File: src/design/cwbc_pkg.sv
// Shared constants and types for the co-simulation wrapper burst control
package cwbc_pkg;
  localparam int DATA_W = 32;
  localparam int CNT_W = 32;
  // Build-time burst selection and FIFO depth
  localparam bit BURST_EN = 1'b1;
  localparam int FIFO_DEPTH = 16;
  localparam int FIFO_AW = $clog2(FIFO_DEPTH);
  // Command operations
  localparam logic [1:0] OP_WR_INPUT = 2'h0;
  localparam logic [1:0] OP_RD_OUTPUT = 2'h1;
  localparam logic [1:0] OP_RUN = 2'h2;
  localparam logic [1:0] OP_RD_CLOCK = 2'h3;
  // Run arguments that select the free-running clock and stop the clock
  localparam logic [CNT_W-1:0] RUN_INF = 32'hFFFFFFFF;
  localparam logic [CNT_W-1:0] RUN_OFF = 32'h00000000;
  // Clock status codes
  localparam logic [1:0] STAT_STOPPED = 2'h0;
  localparam logic [1:0] STAT_COUNTING = 2'h1;
  localparam logic [1:0] STAT_FREE = 2'h2;
  // Pulse phases: two high, two low, one pulse every four ref cycles
  localparam logic [1:0] PH_LAST = 2'h3;
  localparam logic [1:0] PH_HIGH_END = 2'h1;
  localparam logic [1:0] PH_RESET = 2'h0;
  localparam logic [DATA_W-1:0] DATA_RESET = 32'h00000000;
  typedef enum logic [1:0] {CWBC_STOPPED, CWBC_COUNTING, CWBC_FREE} cwbc_mode_e;
endpackage

File: src/design/cwbc_fifo.sv
// Synchronous FIFO used for burst-mode input and output registers
`timescale 1ns/1ps
`default_nettype none
module cwbc_fifo (
  input wire logic ref_clk,
  input wire logic rst_n,
  input wire logic wr_valid,
  output logic wr_ready,
  input wire logic [cwbc_pkg::DATA_W-1:0] wr_data,
  output logic rd_valid,
  input wire logic rd_ready,
  output logic [cwbc_pkg::DATA_W-1:0] rd_data
);
  logic [cwbc_pkg::DATA_W-1:0] mem [cwbc_pkg::FIFO_DEPTH];
  logic [cwbc_pkg::FIFO_AW-1:0] wr_ptr_reg, wr_ptr_next, rd_ptr_reg, rd_ptr_next;
  logic [cwbc_pkg::FIFO_AW:0] count_reg, count_next;
  logic push, pop;

  always_comb begin
    push = wr_valid && wr_ready;
    pop = rd_valid && rd_ready;
    wr_ptr_next = push ? wr_ptr_reg + 1'b1 : wr_ptr_reg;
    rd_ptr_next = pop ? rd_ptr_reg + 1'b1 : rd_ptr_reg;
    count_next = count_reg + (cwbc_pkg::FIFO_AW+1)'(push) - (cwbc_pkg::FIFO_AW+1)'(pop);
  end

  assign wr_ready = count_reg != (cwbc_pkg::FIFO_AW+1)'(cwbc_pkg::FIFO_DEPTH);
  assign rd_valid = count_reg != '0;
  assign rd_data = mem[rd_ptr_reg];

  always_ff @(posedge ref_clk) begin
    if (!rst_n) begin
      wr_ptr_reg <= '0;
      rd_ptr_reg <= '0;
      count_reg <= '0;
    end else begin
      wr_ptr_reg <= wr_ptr_next;
      rd_ptr_reg <= rd_ptr_next;
      count_reg <= count_next;
    end
  end

  always_ff @(posedge ref_clk) begin
    if (push) begin
      mem[wr_ptr_reg] <= wr_data;
    end
  end
endmodule // cwbc_fifo
`default_nettype wire

File: src/design/cwbc_top.sv
// Command processor, register bank and clock control of the co-simulation wrapper
`timescale 1ns/1ps
`default_nettype none
module cwbc_top (
  input wire logic ref_clk,
  input wire logic rst_n,
  input wire logic cmd_valid,
  output logic cmd_ready,
  input wire logic [1:0] cmd_op,
  input wire logic [cwbc_pkg::DATA_W-1:0] cmd_data,
  output logic rsp_valid,
  input wire logic rsp_ready,
  output logic [cwbc_pkg::DATA_W-1:0] rsp_data,
  output logic rsp_err,
  output logic dut_clk,
  output logic [cwbc_pkg::DATA_W-1:0] dut_in,
  input wire logic [cwbc_pkg::DATA_W-1:0] dut_out
);
  ////////////////////////////////////////////////////////////////////////
  cwbc_pkg::cwbc_mode_e mode_reg, mode_next;
  logic [cwbc_pkg::CNT_W-1:0] left_reg, left_next;
  logic [1:0] phase_reg, phase_next;
  logic dut_clk_reg, dut_clk_next;
  logic [cwbc_pkg::DATA_W-1:0] dut_in_reg, dut_in_next;
  logic [cwbc_pkg::DATA_W-1:0] out_hold_reg, out_hold_next;
  logic [cwbc_pkg::DATA_W-1:0] out_s1_reg, out_s2_reg;
  logic rsp_valid_reg, rsp_valid_next;
  logic [cwbc_pkg::DATA_W-1:0] rsp_data_reg, rsp_data_next;
  logic rsp_err_reg, rsp_err_next;
  logic cmd_ready_reg, cmd_ready_next;
  logic take, pulse_end, pulse_fall, stall, run_ok;
  logic in_wr_valid, in_wr_ready, in_rd_valid, in_rd_ready;
  logic out_wr_valid, out_wr_ready, out_rd_valid, out_rd_ready;
  logic [cwbc_pkg::DATA_W-1:0] in_head, out_head;

  ////////////////////////////////////////////////////////////////////////
  // Burst-mode FIFOs replace the plain input and output registers
  cwbc_fifo u_in_fifo (
    .ref_clk(ref_clk),
    .rst_n(rst_n),
    .wr_valid(in_wr_valid),
    .wr_ready(in_wr_ready),
    .wr_data(cmd_data),
    .rd_valid(in_rd_valid),
    .rd_ready(in_rd_ready),
    .rd_data(in_head)
  );

  // Output FIFO is fed from the synchronised sample
  cwbc_fifo u_out_fifo (
    .ref_clk(ref_clk),
    .rst_n(rst_n),
    .wr_valid(out_wr_valid),
    .wr_ready(out_wr_ready),
    .wr_data(out_s2_reg),
    .rd_valid(out_rd_valid),
    .rd_ready(out_rd_ready),
    .rd_data(out_head)
  );

  ////////////////////////////////////////////////////////////////////////
  // Clock generator and capture
  // Pulse timeline, in ref_clk edges after a run is taken:
  //   edge 1: phase 0, rise of dut_clk
  //   edge 2: phase 1, dut_clk stays high
  //   edge 3: phase 2, fall, input FIFO pops, next stimulus registered one edge later
  //   edge 4: phase 3, low continues, output sample pushed, pulse counted
  //   edge 5: next rise while still running
  // The output sample needs two edges after the rise to pass the synchroniser,
  // which is why capture waits for the end of the low phase.
  always_comb begin
    take = cmd_valid && cmd_ready_reg;
    // A full output FIFO holds the clock so no sample is lost
    stall = cwbc_pkg::BURST_EN && !out_wr_ready;
    run_ok = (mode_reg != cwbc_pkg::CWBC_STOPPED) && !stall;
    pulse_end = run_ok && (phase_reg == cwbc_pkg::PH_LAST);
    mode_next = mode_reg;
    left_next = left_reg;
    phase_next = run_ok ? phase_reg + 2'h1 : cwbc_pkg::PH_RESET;
    pulse_fall = run_ok && (phase_reg == cwbc_pkg::PH_HIGH_END + 2'h1);
    // High for the two edges that leave the first half, so each pulse is two high and two low
    dut_clk_next = run_ok && (phase_reg <= cwbc_pkg::PH_HIGH_END);
    // The last pulse of a counted run stops the clock once its low phase ends
    if (pulse_end && mode_reg == cwbc_pkg::CWBC_COUNTING) begin
      left_next = left_reg - 1'b1;
      if (left_reg == 32'h00000001) begin
        mode_next = cwbc_pkg::CWBC_STOPPED;
      end
    end
    // A new run takes over at once and restarts the pulse phase
    if (take && cmd_op == cwbc_pkg::OP_RUN) begin
      phase_next = cwbc_pkg::PH_RESET;
      dut_clk_next = 1'b0;
      left_next = cmd_data;
      if (cmd_data == cwbc_pkg::RUN_OFF) begin
        mode_next = cwbc_pkg::CWBC_STOPPED;
      end else if (cmd_data == cwbc_pkg::RUN_INF) begin
        mode_next = cwbc_pkg::CWBC_FREE;
      end else begin
        mode_next = cwbc_pkg::CWBC_COUNTING;
      end
    end
    // Non-burst builds keep the last captured sample for single reads
    out_hold_next = pulse_end ? out_s2_reg : out_hold_reg;
  end

  ////////////////////////////////////////////////////////////////////////
  // Burst pacing: one pop and one push per delivered pulse
  always_comb begin
    // Pop at the fall, so the next stimulus is registered a full cycle before the next rise
    in_rd_ready = cwbc_pkg::BURST_EN && pulse_fall;
    // Sample captured at the end of the low phase has settled through the synchroniser
    out_wr_valid = cwbc_pkg::BURST_EN && pulse_end;
  end

  ////////////////////////////////////////////////////////////////////////
  // Command processor
  always_comb begin
    in_wr_valid = 1'b0;
    out_rd_ready = 1'b0;
    dut_in_next = dut_in_reg;
    // Burst stimulus follows the input FIFO head and holds when it runs dry
    if (cwbc_pkg::BURST_EN && in_rd_valid) begin
      dut_in_next = in_head;
    end
    rsp_valid_next = rsp_valid_reg && !rsp_ready;
    rsp_data_next = rsp_data_reg;
    rsp_err_next = rsp_err_reg;
    if (take) begin
      rsp_valid_next = 1'b1;
      rsp_data_next = cwbc_pkg::DATA_RESET;
      rsp_err_next = 1'b0;
      unique case (cmd_op)
        cwbc_pkg::OP_WR_INPUT: begin
          if (cwbc_pkg::BURST_EN) begin
            // A full input FIFO drops the word and flags the response
            in_wr_valid = 1'b1;
            rsp_err_next = !in_wr_ready;
          end else begin
            dut_in_next = cmd_data;
          end
        end
        cwbc_pkg::OP_RD_OUTPUT: begin
          if (cwbc_pkg::BURST_EN) begin
            // An empty output FIFO flags the response; its data is then meaningless
            out_rd_ready = 1'b1;
            rsp_data_next = out_head;
            rsp_err_next = !out_rd_valid;
          end else begin
            rsp_data_next = out_hold_reg;
          end
        end
        cwbc_pkg::OP_RUN: begin
          rsp_data_next = cmd_data;
        end
        cwbc_pkg::OP_RD_CLOCK: begin
          // Upper bits of a status read are zero
          unique case (mode_reg)
            cwbc_pkg::CWBC_STOPPED: rsp_data_next = {30'h00000000, cwbc_pkg::STAT_STOPPED};
            cwbc_pkg::CWBC_COUNTING: rsp_data_next = {30'h00000000, cwbc_pkg::STAT_COUNTING};
            cwbc_pkg::CWBC_FREE: rsp_data_next = {30'h00000000, cwbc_pkg::STAT_FREE};
            default: rsp_data_next = {30'h00000000, cwbc_pkg::STAT_STOPPED};
          endcase
        end
      endcase
    end
    // One command in flight; next accepted only after the response is taken
    cmd_ready_next = !rsp_valid_next;
  end

  ////////////////////////////////////////////////////////////////////////
  // Two flops before the device_under_test output is read
  always_ff @(posedge ref_clk) begin
    out_s1_reg <= dut_out;
    out_s2_reg <= out_s1_reg;
  end

  // State registers; synchronous reset
  always_ff @(posedge ref_clk) begin
    if (!rst_n) begin
      mode_reg <= cwbc_pkg::CWBC_STOPPED;
      left_reg <= '0;
      phase_reg <= cwbc_pkg::PH_RESET;
      dut_clk_reg <= 1'b0;
      dut_in_reg <= cwbc_pkg::DATA_RESET;
      out_hold_reg <= cwbc_pkg::DATA_RESET;
      rsp_valid_reg <= 1'b0;
      rsp_data_reg <= cwbc_pkg::DATA_RESET;
      rsp_err_reg <= 1'b0;
      cmd_ready_reg <= 1'b0;
    end else begin
      mode_reg <= mode_next;
      left_reg <= left_next;
      phase_reg <= phase_next;
      dut_clk_reg <= dut_clk_next;
      dut_in_reg <= dut_in_next;
      out_hold_reg <= out_hold_next;
      rsp_valid_reg <= rsp_valid_next;
      rsp_data_reg <= rsp_data_next;
      rsp_err_reg <= rsp_err_next;
      cmd_ready_reg <= cmd_ready_next;
    end
  end

  assign cmd_ready = cmd_ready_reg;
  assign rsp_valid = rsp_valid_reg;
  assign rsp_data = rsp_data_reg;
  assign rsp_err = rsp_err_reg;
  assign dut_clk = dut_clk_reg;
  assign dut_in = dut_in_reg;
endmodule // cwbc_top
`default_nettype wire

File: config.mk
export PLATFORM = sky130hd
export DESIGN_NAME = cwbc_top
export DESIGN_NICKNAME = d
export VERILOG_FILES = /design/src/design/cwbc_pkg.sv /design/src/design/cwbc_fifo.sv /design/src/design/cwbc_top.sv
export SDC_FILE = /design/constraint.sdc
export NUM_CORES = 1
export LEC_CHECK = 0
export ABC_AREA = 0
export BUFFER_PORTS_ARGS = -buffer_cell sky130_fd_sc_hd__buf_2
export CORE_MARGIN = 5
export CORE_UTILIZATION = 30
export DETAILED_ROUTE_END_ITERATION = 16
export PLACE_DENSITY_LB_ADDON = 0.08
export SYNTH_ARGS = -nofsm -noshare
export SYNTH_HDL_FRONTEND = slang
export SYNTH_SLANG_ARGS = --single-unit
File: constraint.sdc
create_clock -name ref_clk -period 4.84 [get_ports ref_clk]
set_clock_uncertainty 0.2 [all_clocks]
set_input_delay 0.484 -clock ref_clk [delete_from_list [all_inputs] [get_ports ref_clk]]
set_output_delay 0.484 -clock ref_clk [all_outputs]
set_load 0.01 [all_outputs]
### Word level (Yosys, flattened, before mapping)

Memories as Yosys holds them, arrays and structs flattened. A register that Yosys moved wholly into a read port is not among the register bits.
Cells that the tools add are included.

* memory bits (writable): 1024
* register bits after elaboration: 162
* logic and storage cells: 90
* output and inout bits: 68
* memories kept: 2
* input bits: 70

Memories
* u_in_fifo.mem: depth 16, width 32, read ports 1, clocked after memory_dff 1, write ports 1, RTL line cwbc_fifo.sv:14 `logic [cwbc_pkg::DATA_W-1:0] mem [cwbc_pkg::FIFO_DEPTH];`
* u_out_fifo.mem: depth 16, width 32, read ports 1, clocked after memory_dff 1, write ports 1, RTL line cwbc_fifo.sv:14

* bitwise operators: 2
* reductions and logical operators: 27
* add/subtract/negate cells: 10
* equal/unequal tests: 11
* magnitude comparators: 1
* multiplexer cells: 21

Operators by type and width (count)
* 32-bit one-hot mux with 3 select lines: 1
* 32-bit 2-to-1 mux: 2
* 32-bit by 1-bit equality test with 1-bit output, second input constant: 1
* 32-bit equality test, second input constant: 1
* 32-bit zero test: 1
* 32-bit by 1-bit subtractor with 32-bit output, second input constant: 1
* 4-bit by 1-bit adder with 4-bit output, second input constant: 4
* 1-bit logical AND: 12
* 5-bit by 1-bit adder with 5-bit output: 2
* 2-bit equality test, second input constant: 5
* 2-bit 2-to-1 mux: 5
* 5-bit != test, second input constant: 2
* 5-bit nonzero test: 2
* 5-bit by 1-bit subtractor with 5-bit output: 2
* 1-bit 2-to-1 mux: 9
* 4-bit 2-to-1 mux: 2
* 2-bit nonzero test: 3
* 1-bit zero test: 5
* 2-bit by 1-bit equality test with 1-bit output, second input constant: 2
* 2-bit one-hot mux with 2 select lines: 1
* 3-bit OR reduction: 1
* 2-bit by 1-bit adder with 2-bit output, second input constant: 1
* 2-bit by 1-bit less-or-equal comparator with 1-bit output, second input constant: 1
* 2-bit zero test: 1
* other kinds (4): 5

### Depth between registers and ports, before layout

* depth after elaboration: 6
* mapped depth: 14
* mapped depth without buffers: 14

### Cells and area by module

A second synthesis with hierarchy kept.

* cell total of the unflattened synthesis: 2418
* area, all modules: 46254.4 µm²

Modules (own cells, without submodules)
* cwbc_fifo at u_in_fifo: area each 20046.7 µm², times used 1, sequential area each 15715.1 µm², cells an instance 893
* cwbc_fifo at u_out_fifo: area each 20045.5 µm², times used 1, sequential area each 15715.1 µm², cells an instance 893
* cwbc_top: area each 6162.2 µm², times used 1, sequential area each 3363.2 µm², cells an instance 632

### Worst setup path before layout

OpenSTA, ideal clock, no wires.

* kind: input-to-reg
* start: input cmd_op[0]
* end: memory u_in_fifo.mem[3][0] (netlist name) (enable)
* setup time: 0.461 ns
* data arrival time: 3.903 ns
* required time: 4.179 ns
* slack: 0.276 ns
* path buffers: 1
* stages on the path: 5
* cells stage by stage: clkbuf_1 > or2_2 > a311oi_2 > nand2_1 > nor3_1

* longest elaborated chain between the ends: 6

Ends and longest elaborated chain
* from (decl): RTL line cwbc_top.sv:9 `input wire logic [1:0] cmd_op,`
* 2-bit zero test: RTL line cwbc_top.sv:133 `unique case (cmd_op)`
* 1-bit 2-to-1 mux: RTL line cwbc_top.sv:133
* 1-bit 2-to-1 mux: RTL line cwbc_top.sv:129 `if (take) begin`
* 1-bit logical AND: RTL line cwbc_fifo.sv:20 `push = wr_valid && wr_ready;`
* named net u_in_fifo.push: RTL line cwbc_fifo.sv:17 `logic push, pop;`
* 1-bit 2-to-1 mux: RTL line cwbc_fifo.sv:44 `if (push) begin`
* 1-bit 2-to-1 mux (implied by the code): RTL line cwbc_fifo.sv:45 `mem[wr_ptr_reg] <= wr_data;`
* to (decl): RTL line cwbc_fifo.sv:14

The timed path passes the listed nets, and every way through them passes these cells.

### Final worst setup path

* start: register u_in_fifo.count_reg[3] (netlist name)
* end: register u_in_fifo.count_reg[4] (netlist name)

* elaborated cells on any way between the ends: 6
* classes of those cells: 2 x add/sub; 1 x eq/ne; 3 x reduce/logical

RTL lines
* from (decl): RTL line cwbc_fifo.sv:16 `logic [cwbc_pkg::FIFO_AW:0] count_reg, count_next;`
* from (signal assigned): RTL line cwbc_fifo.sv:39 `count_reg <= count_next;`
* 5-bit nonzero test: RTL line cwbc_fifo.sv:28 `assign rd_valid = count_reg != '0;`
* 1-bit logical AND: RTL line cwbc_fifo.sv:21 `pop = rd_valid && rd_ready;`
* named net u_in_fifo.pop: RTL line cwbc_fifo.sv:17
* 5-bit by 1-bit subtractor with 5-bit output: RTL line cwbc_fifo.sv:24 `count_next = count_reg + (cwbc_pkg::FIFO_AW+1)'(push) - (cwbc_pkg::FIFO_AW+1)'(pop);`

The timed path passes the listed nets, and every way through them passes these cells.
A chain may end at the register's enable or synchronous reset.

==> impl.org <==
** Placed design
- Summed over all nets, the half-perimeter wirelength after detailed placement is 77.0 mm.
- Routability congestion estimate from global placement :: 0.725
- In this run the tool buffered the top-level ports with 137 buffer cells.
- Placement-stage worst setup slack :: about 1.4 ns

** Critical path
- Max stage delay cell, worst path :: sky130_fd_sc_hd__or4b_1
- The number of cells on the worst reg-to-reg path is 12.
- Gate family responsible for the most delay along the worst path :: adder cells
- Along the worst path, the maximum fanout reaches 5.
- Worst path cell trace :: inv_1, ha_1, or4b_1, o2111a_1, ha_1, inv_1, ha_1, fa_1, a21oi_1, nor2_1, or3_1, a21oi_1
- The critical path contains buffers and inverters numbering 2 combined.
- For the worst setup path, the data arrival time is 3.88 ns.
- Launch point of the worst reg-to-reg path :: u_in_fifo.count_reg[3]$_SDFF_PN0_
- In this run the critical register-to-register path is captured at u_in_fifo.count_reg[4]$_SDFF_PN0_.
- Critical path startpoint category :: register
- The critical path is of the reg -> reg type.
- Most prevalent standard cell on the critical path :: sky130_fd_sc_hd__ha_1
- Across all register-to-register paths, the minimum setup slack is 1.42 ns.
- The worst setup path is captured at a register.
- Biggest cell delay along the critical path :: 0.59 ns
- For the worst setup path, the data required time is approximately 5.3 ns.

** Clock tree
- Post-CTS Setup Inserts :: 0
- The number of clock buffers added by TritonCTS is about 140.
- Counting along the longest clock path gives a buffer depth of 3.
- The tree is rooted in a sky130_fd_sc_hd__clkbuf_16.
- The number of hold buffers added after CTS was 50.
- TritonCTS built the clock tree.
- The clock reaches the later pin of the worst-skew pair after 0.75 ns.
- The clock net in this run drives a total of 1222 sinks.
- Clock-pin slew on the worst setup and hold paths :: 0.06 ns
- The clock tree synthesis step divided the H-tree into 4 levels.
- Number of instances resized during post-cts repair :: 0

** Worst hold path
- Counting instances, the worst hold path has a depth of 1.
- The worst hold path begins at cmd_data[8].
- Path class of the lowest-slack min-delay path :: in -> reg
- Hold-critical path endpoint :: u_in_fifo.mem[6][8]$_DFFE_PP_

** GRT
- Antenna violations before repair :: 6
- The number of global-route vias before repair is between 20000 and 25000.
- For this run, the total global-route usage over all layers was measured as 0.153.
- Pin count of the biggest net entering global routing :: 57
- Global routing finished with a remaining overflow of 0.
- First-pass GRT wire length :: 181 mm

** Detailed routing
- After detailed routing, the average wire length per cell comes to between 20 and 30 um.
- For this run, design rule violations remaining after detail routing come to 0.
- First DRT Iteration DRCs :: around 1300
- After detailed routing, the total wire length is 125 mm.
- Via density per instance :: 4.80
- In this run the remaining antenna-violating nets after routing total 0.
- Overall via count from detail_route :: 23000
- DR pass1 iterations :: 4

** Synth
- Synthesized netlist net count :: 2428
- Yosys instantiated no cell more often than sky130_fd_sc_hd__edfxtp_1.
- Total of flip-flops plus latches after synthesis :: 1222
- In this run, synthesis inferred roughly 1000 flip-flops with an integrated enable.
- Count of distinct cell types in the synthesized netlist :: 60
- Primary FF master, synth :: sky130_fd_sc_hd__edfxtp_1
- The average instance in the mapped netlist occupies 19.8 um2.
- By area the synthesized netlist is led by sky130_fd_sc_hd__edfxtp_1 (67%), sky130_fd_sc_hd__mux4_2 (13%), sky130_fd_sc_hd__dfxtp_1 (8.6%), sky130_fd_sc_hd__mux2i_1 (1.5%), sky130_fd_sc_hd__mux2_2 (1.3%).
- The share of the Yosys chip area taken by registers is 0.754.
- In the synthesized netlist, the number of instances is 2329.
- Netlist Area Pre-Place :: 0.0460 mm2
- The largest total area in the synthesized netlist belongs to sky130_fd_sc_hd__edfxtp_1.
- By count the netlist is led by sky130_fd_sc_hd__edfxtp_1 (1024), sky130_fd_sc_hd__mux4_2 (256), sky130_fd_sc_hd__dfxtp_1 (198).
- The share of synthesized area in the top cell type comes to 0.668.
- Yosys warning total :: 0
- After synthesis, the share of flip-flops with an asynchronous set or reset is 0.

** Pwr
- The analysis attributes to cell leakage a power of 17.1 nW.
- Sequential group share of total power :: 0.517
- The share of total power dissipated in the clock network is 0.455.
- Cell internal power was estimated by the tool at 17.7 mW.
- For this design the ratio of total power to cell area is 409 mW/mm2.
- In this run the power spent charging and discharging nets is roughly 4.7 mW.
- Part of the total power dissipated in combinational logic :: 0.028
- Max IR drop VDD :: 235 uV
- Of the total power, the share spent switching nets is 0.209.

** STA
- Sum Neg Setup Slack :: 0 ns
- Post-route clock period utilization :: 0.707
- Max transition margin :: 0.292
- Worst Max-Slew Pin Slew :: 1.06 ns
- The final number of hold-violating endpoints was 0.
- Setup slack on the critical path of the routed design comes to around 1.4 ns.
- For this run, the top clock speed supported by timing is just under 300 MHz.
- The worst path needs 3.42 ns of the cycle, external delays included.
- The final number of max-transition violations is 0.
- Setup violations, final :: 0
- Setup repair after global routing left no endpoint under its margin.

** Final layout
- Compared with the post-synthesis result, the final layout area differs by 18.9%.
- NumNets Final :: 2731
- Of the cells placed in the final design, the portion with a size suffix greater than 1 is 0.287.
- Total of fill cells in the finished design :: 14100
- The largest registers in the layout are u_in_fifo.mem: 512 flops, u_out_fifo.mem: 512 flops.
- Measured on the finished design, the core utilization comes to 0.359.

** Floorplanning
- In this run the horizontal extent of the chip is 402 um.
- Count of standard-cell rows :: 143
- Height of the die :: 402 um
- Overall die area :: 0.161 mm2
- Starting density of the core :: 0.302
- Top-level I/O count :: 138
- The floorplan step defined a core boundary enclosing 0.152 mm2.

** Flow run
- Max_cap viols :: 0

** Status
- The run finished with clean final reports.
metal layers:
| metal | wire, um | GRT usage | share of wire | vias to the layer above |
|---|---|---|---|---|
| li1 | - | - | - | 10100 |
| met1 | 56800 | 0.211 | 0.46 | 12300 |
| met2 | 60900 | 0.255 | 0.49 | 429 |
| met3 | 4640 | 0.0265 | 0.037 | 158 |
| met4 | 2130 | 0.0366 | 0.017 | 2 |
| met5 | 17 | 0 | 0.00014 | - |
cells in the final DEF (no fill, tap or decap), types with 25 or more instances in the layout:
cell,count
sky130_fd_sc_hd__dfxtp_1,192
sky130_fd_sc_hd__nand2_1,25
sky130_fd_sc_hd__o21ai_0,96
sky130_fd_sc_hd__clkbuf_16,147
sky130_fd_sc_hd__dlygate4sd3_1,50
sky130_fd_sc_hd__nor2_1,77
sky130_fd_sc_hd__nor2_4,25
sky130_fd_sc_hd__a21oi_1,69
sky130_fd_sc_hd__inv_1,28
sky130_fd_sc_hd__edfxtp_1,1024
sky130_fd_sc_hd__ha_1,27
sky130_fd_sc_hd__mux2i_1,69
sky130_fd_sc_hd__buf_2,137
sky130_fd_sc_hd__buf_4,83
sky130_fd_sc_hd__mux4_2,256
sky130_fd_sc_hd__a22oi_1,54
sky130_fd_sc_hd__clkbuf_1,45
sky130_fd_sc_hd__mux2_2,53
sky130_fd_sc_hd__xnor2_1,26
sky130_fd_sc_hd__clkinv_2,26
layout make-up:
class,instances,area [um2],share of cell area
Clock buffer,201,3970,0.0726
Tap cell,2030,2540,0.0464
Clock inverter,58,464,0.00848
Inverter,29,109,0.00199
Antenna cell,3,7.51,0.000137
Sequential cell,1222,34700,0.635
Multi-Input combinational cell,961,10900,0.200
Timing Repair Buffer,277,1950,0.0356
worst max path at each step:
stage | from | endpoint | slack (ns) | depth (start not counted)
floorplan | cmd_op[0] | u_in_fifo.mem[3][0]$_DFFE_PP_ | 0.28 | 5
global placement | u_in_fifo.count_reg[3]$_SDFF_PN0_ | u_in_fifo.count_reg[4]$_SDFF_PN0_ | 1.42 | 12
detailed placement | u_in_fifo.count_reg[3]$_SDFF_PN0_ | u_in_fifo.count_reg[4]$_SDFF_PN0_ | 1.43 | 12
CTS | u_in_fifo.count_reg[3]$_SDFF_PN0_ | u_in_fifo.count_reg[4]$_SDFF_PN0_ | 1.40 | 12
global route | u_in_fifo.count_reg[2]$_SDFF_PN0_ | u_in_fifo.count_reg[4]$_SDFF_PN0_ | 1.16 | 12
finish | u_in_fifo.count_reg[3]$_SDFF_PN0_ | u_in_fifo.count_reg[4]$_SDFF_PN0_ | 1.42 | 12
through the flow:
stage	cells	hold WS, ns	cell area (um2)	power [mW]
after CTS	4778	0.000965	54700	22.8
after floorplan	2329	0.110	46000	12.1
final	4781	0.0492	54700	22.4
after global placement	4469	0.111	49800	12.4
after global routing	4778	0.0143	54700	23.3
after detailed placement	4469	0.112	49800	12.4
power groups by stage:
stage,combinational [mW],clock [mW],sequential [mW]
final,0.626,10.2,11.6
after global routing,0.688,11.0,11.6
after CTS,0.645,10.6,11.6
after detailed placement,0.609,0,11.8
after global placement,0.603,0,11.8
after floorplan,0.288,0,11.8
cells by family after synthesis:
logic type                 Yosys count  share of synthesized area
xor gates and xnor gates            47                    0.00894
muxes                              378                      0.153
DFF                               1222                      0.754
AOI/OAI and AO/OA                  252                     0.0326
and+or+nand+nor                    255                     0.0293
buffers and inverters              146                     0.0137
adders and majority gates           29                    0.00821
worst reg2reg max path, delay by kind of cell (launching register included):
family	cells	cell delay, ns
buffers and inverters	2	0.13
DFF	1	0.32
AOI/OAI and AO/OA	3	0.56
and+or+nand+nor	3	1.00
adders and majority gates	4	1.14
(Power assumes the default switching activity.)
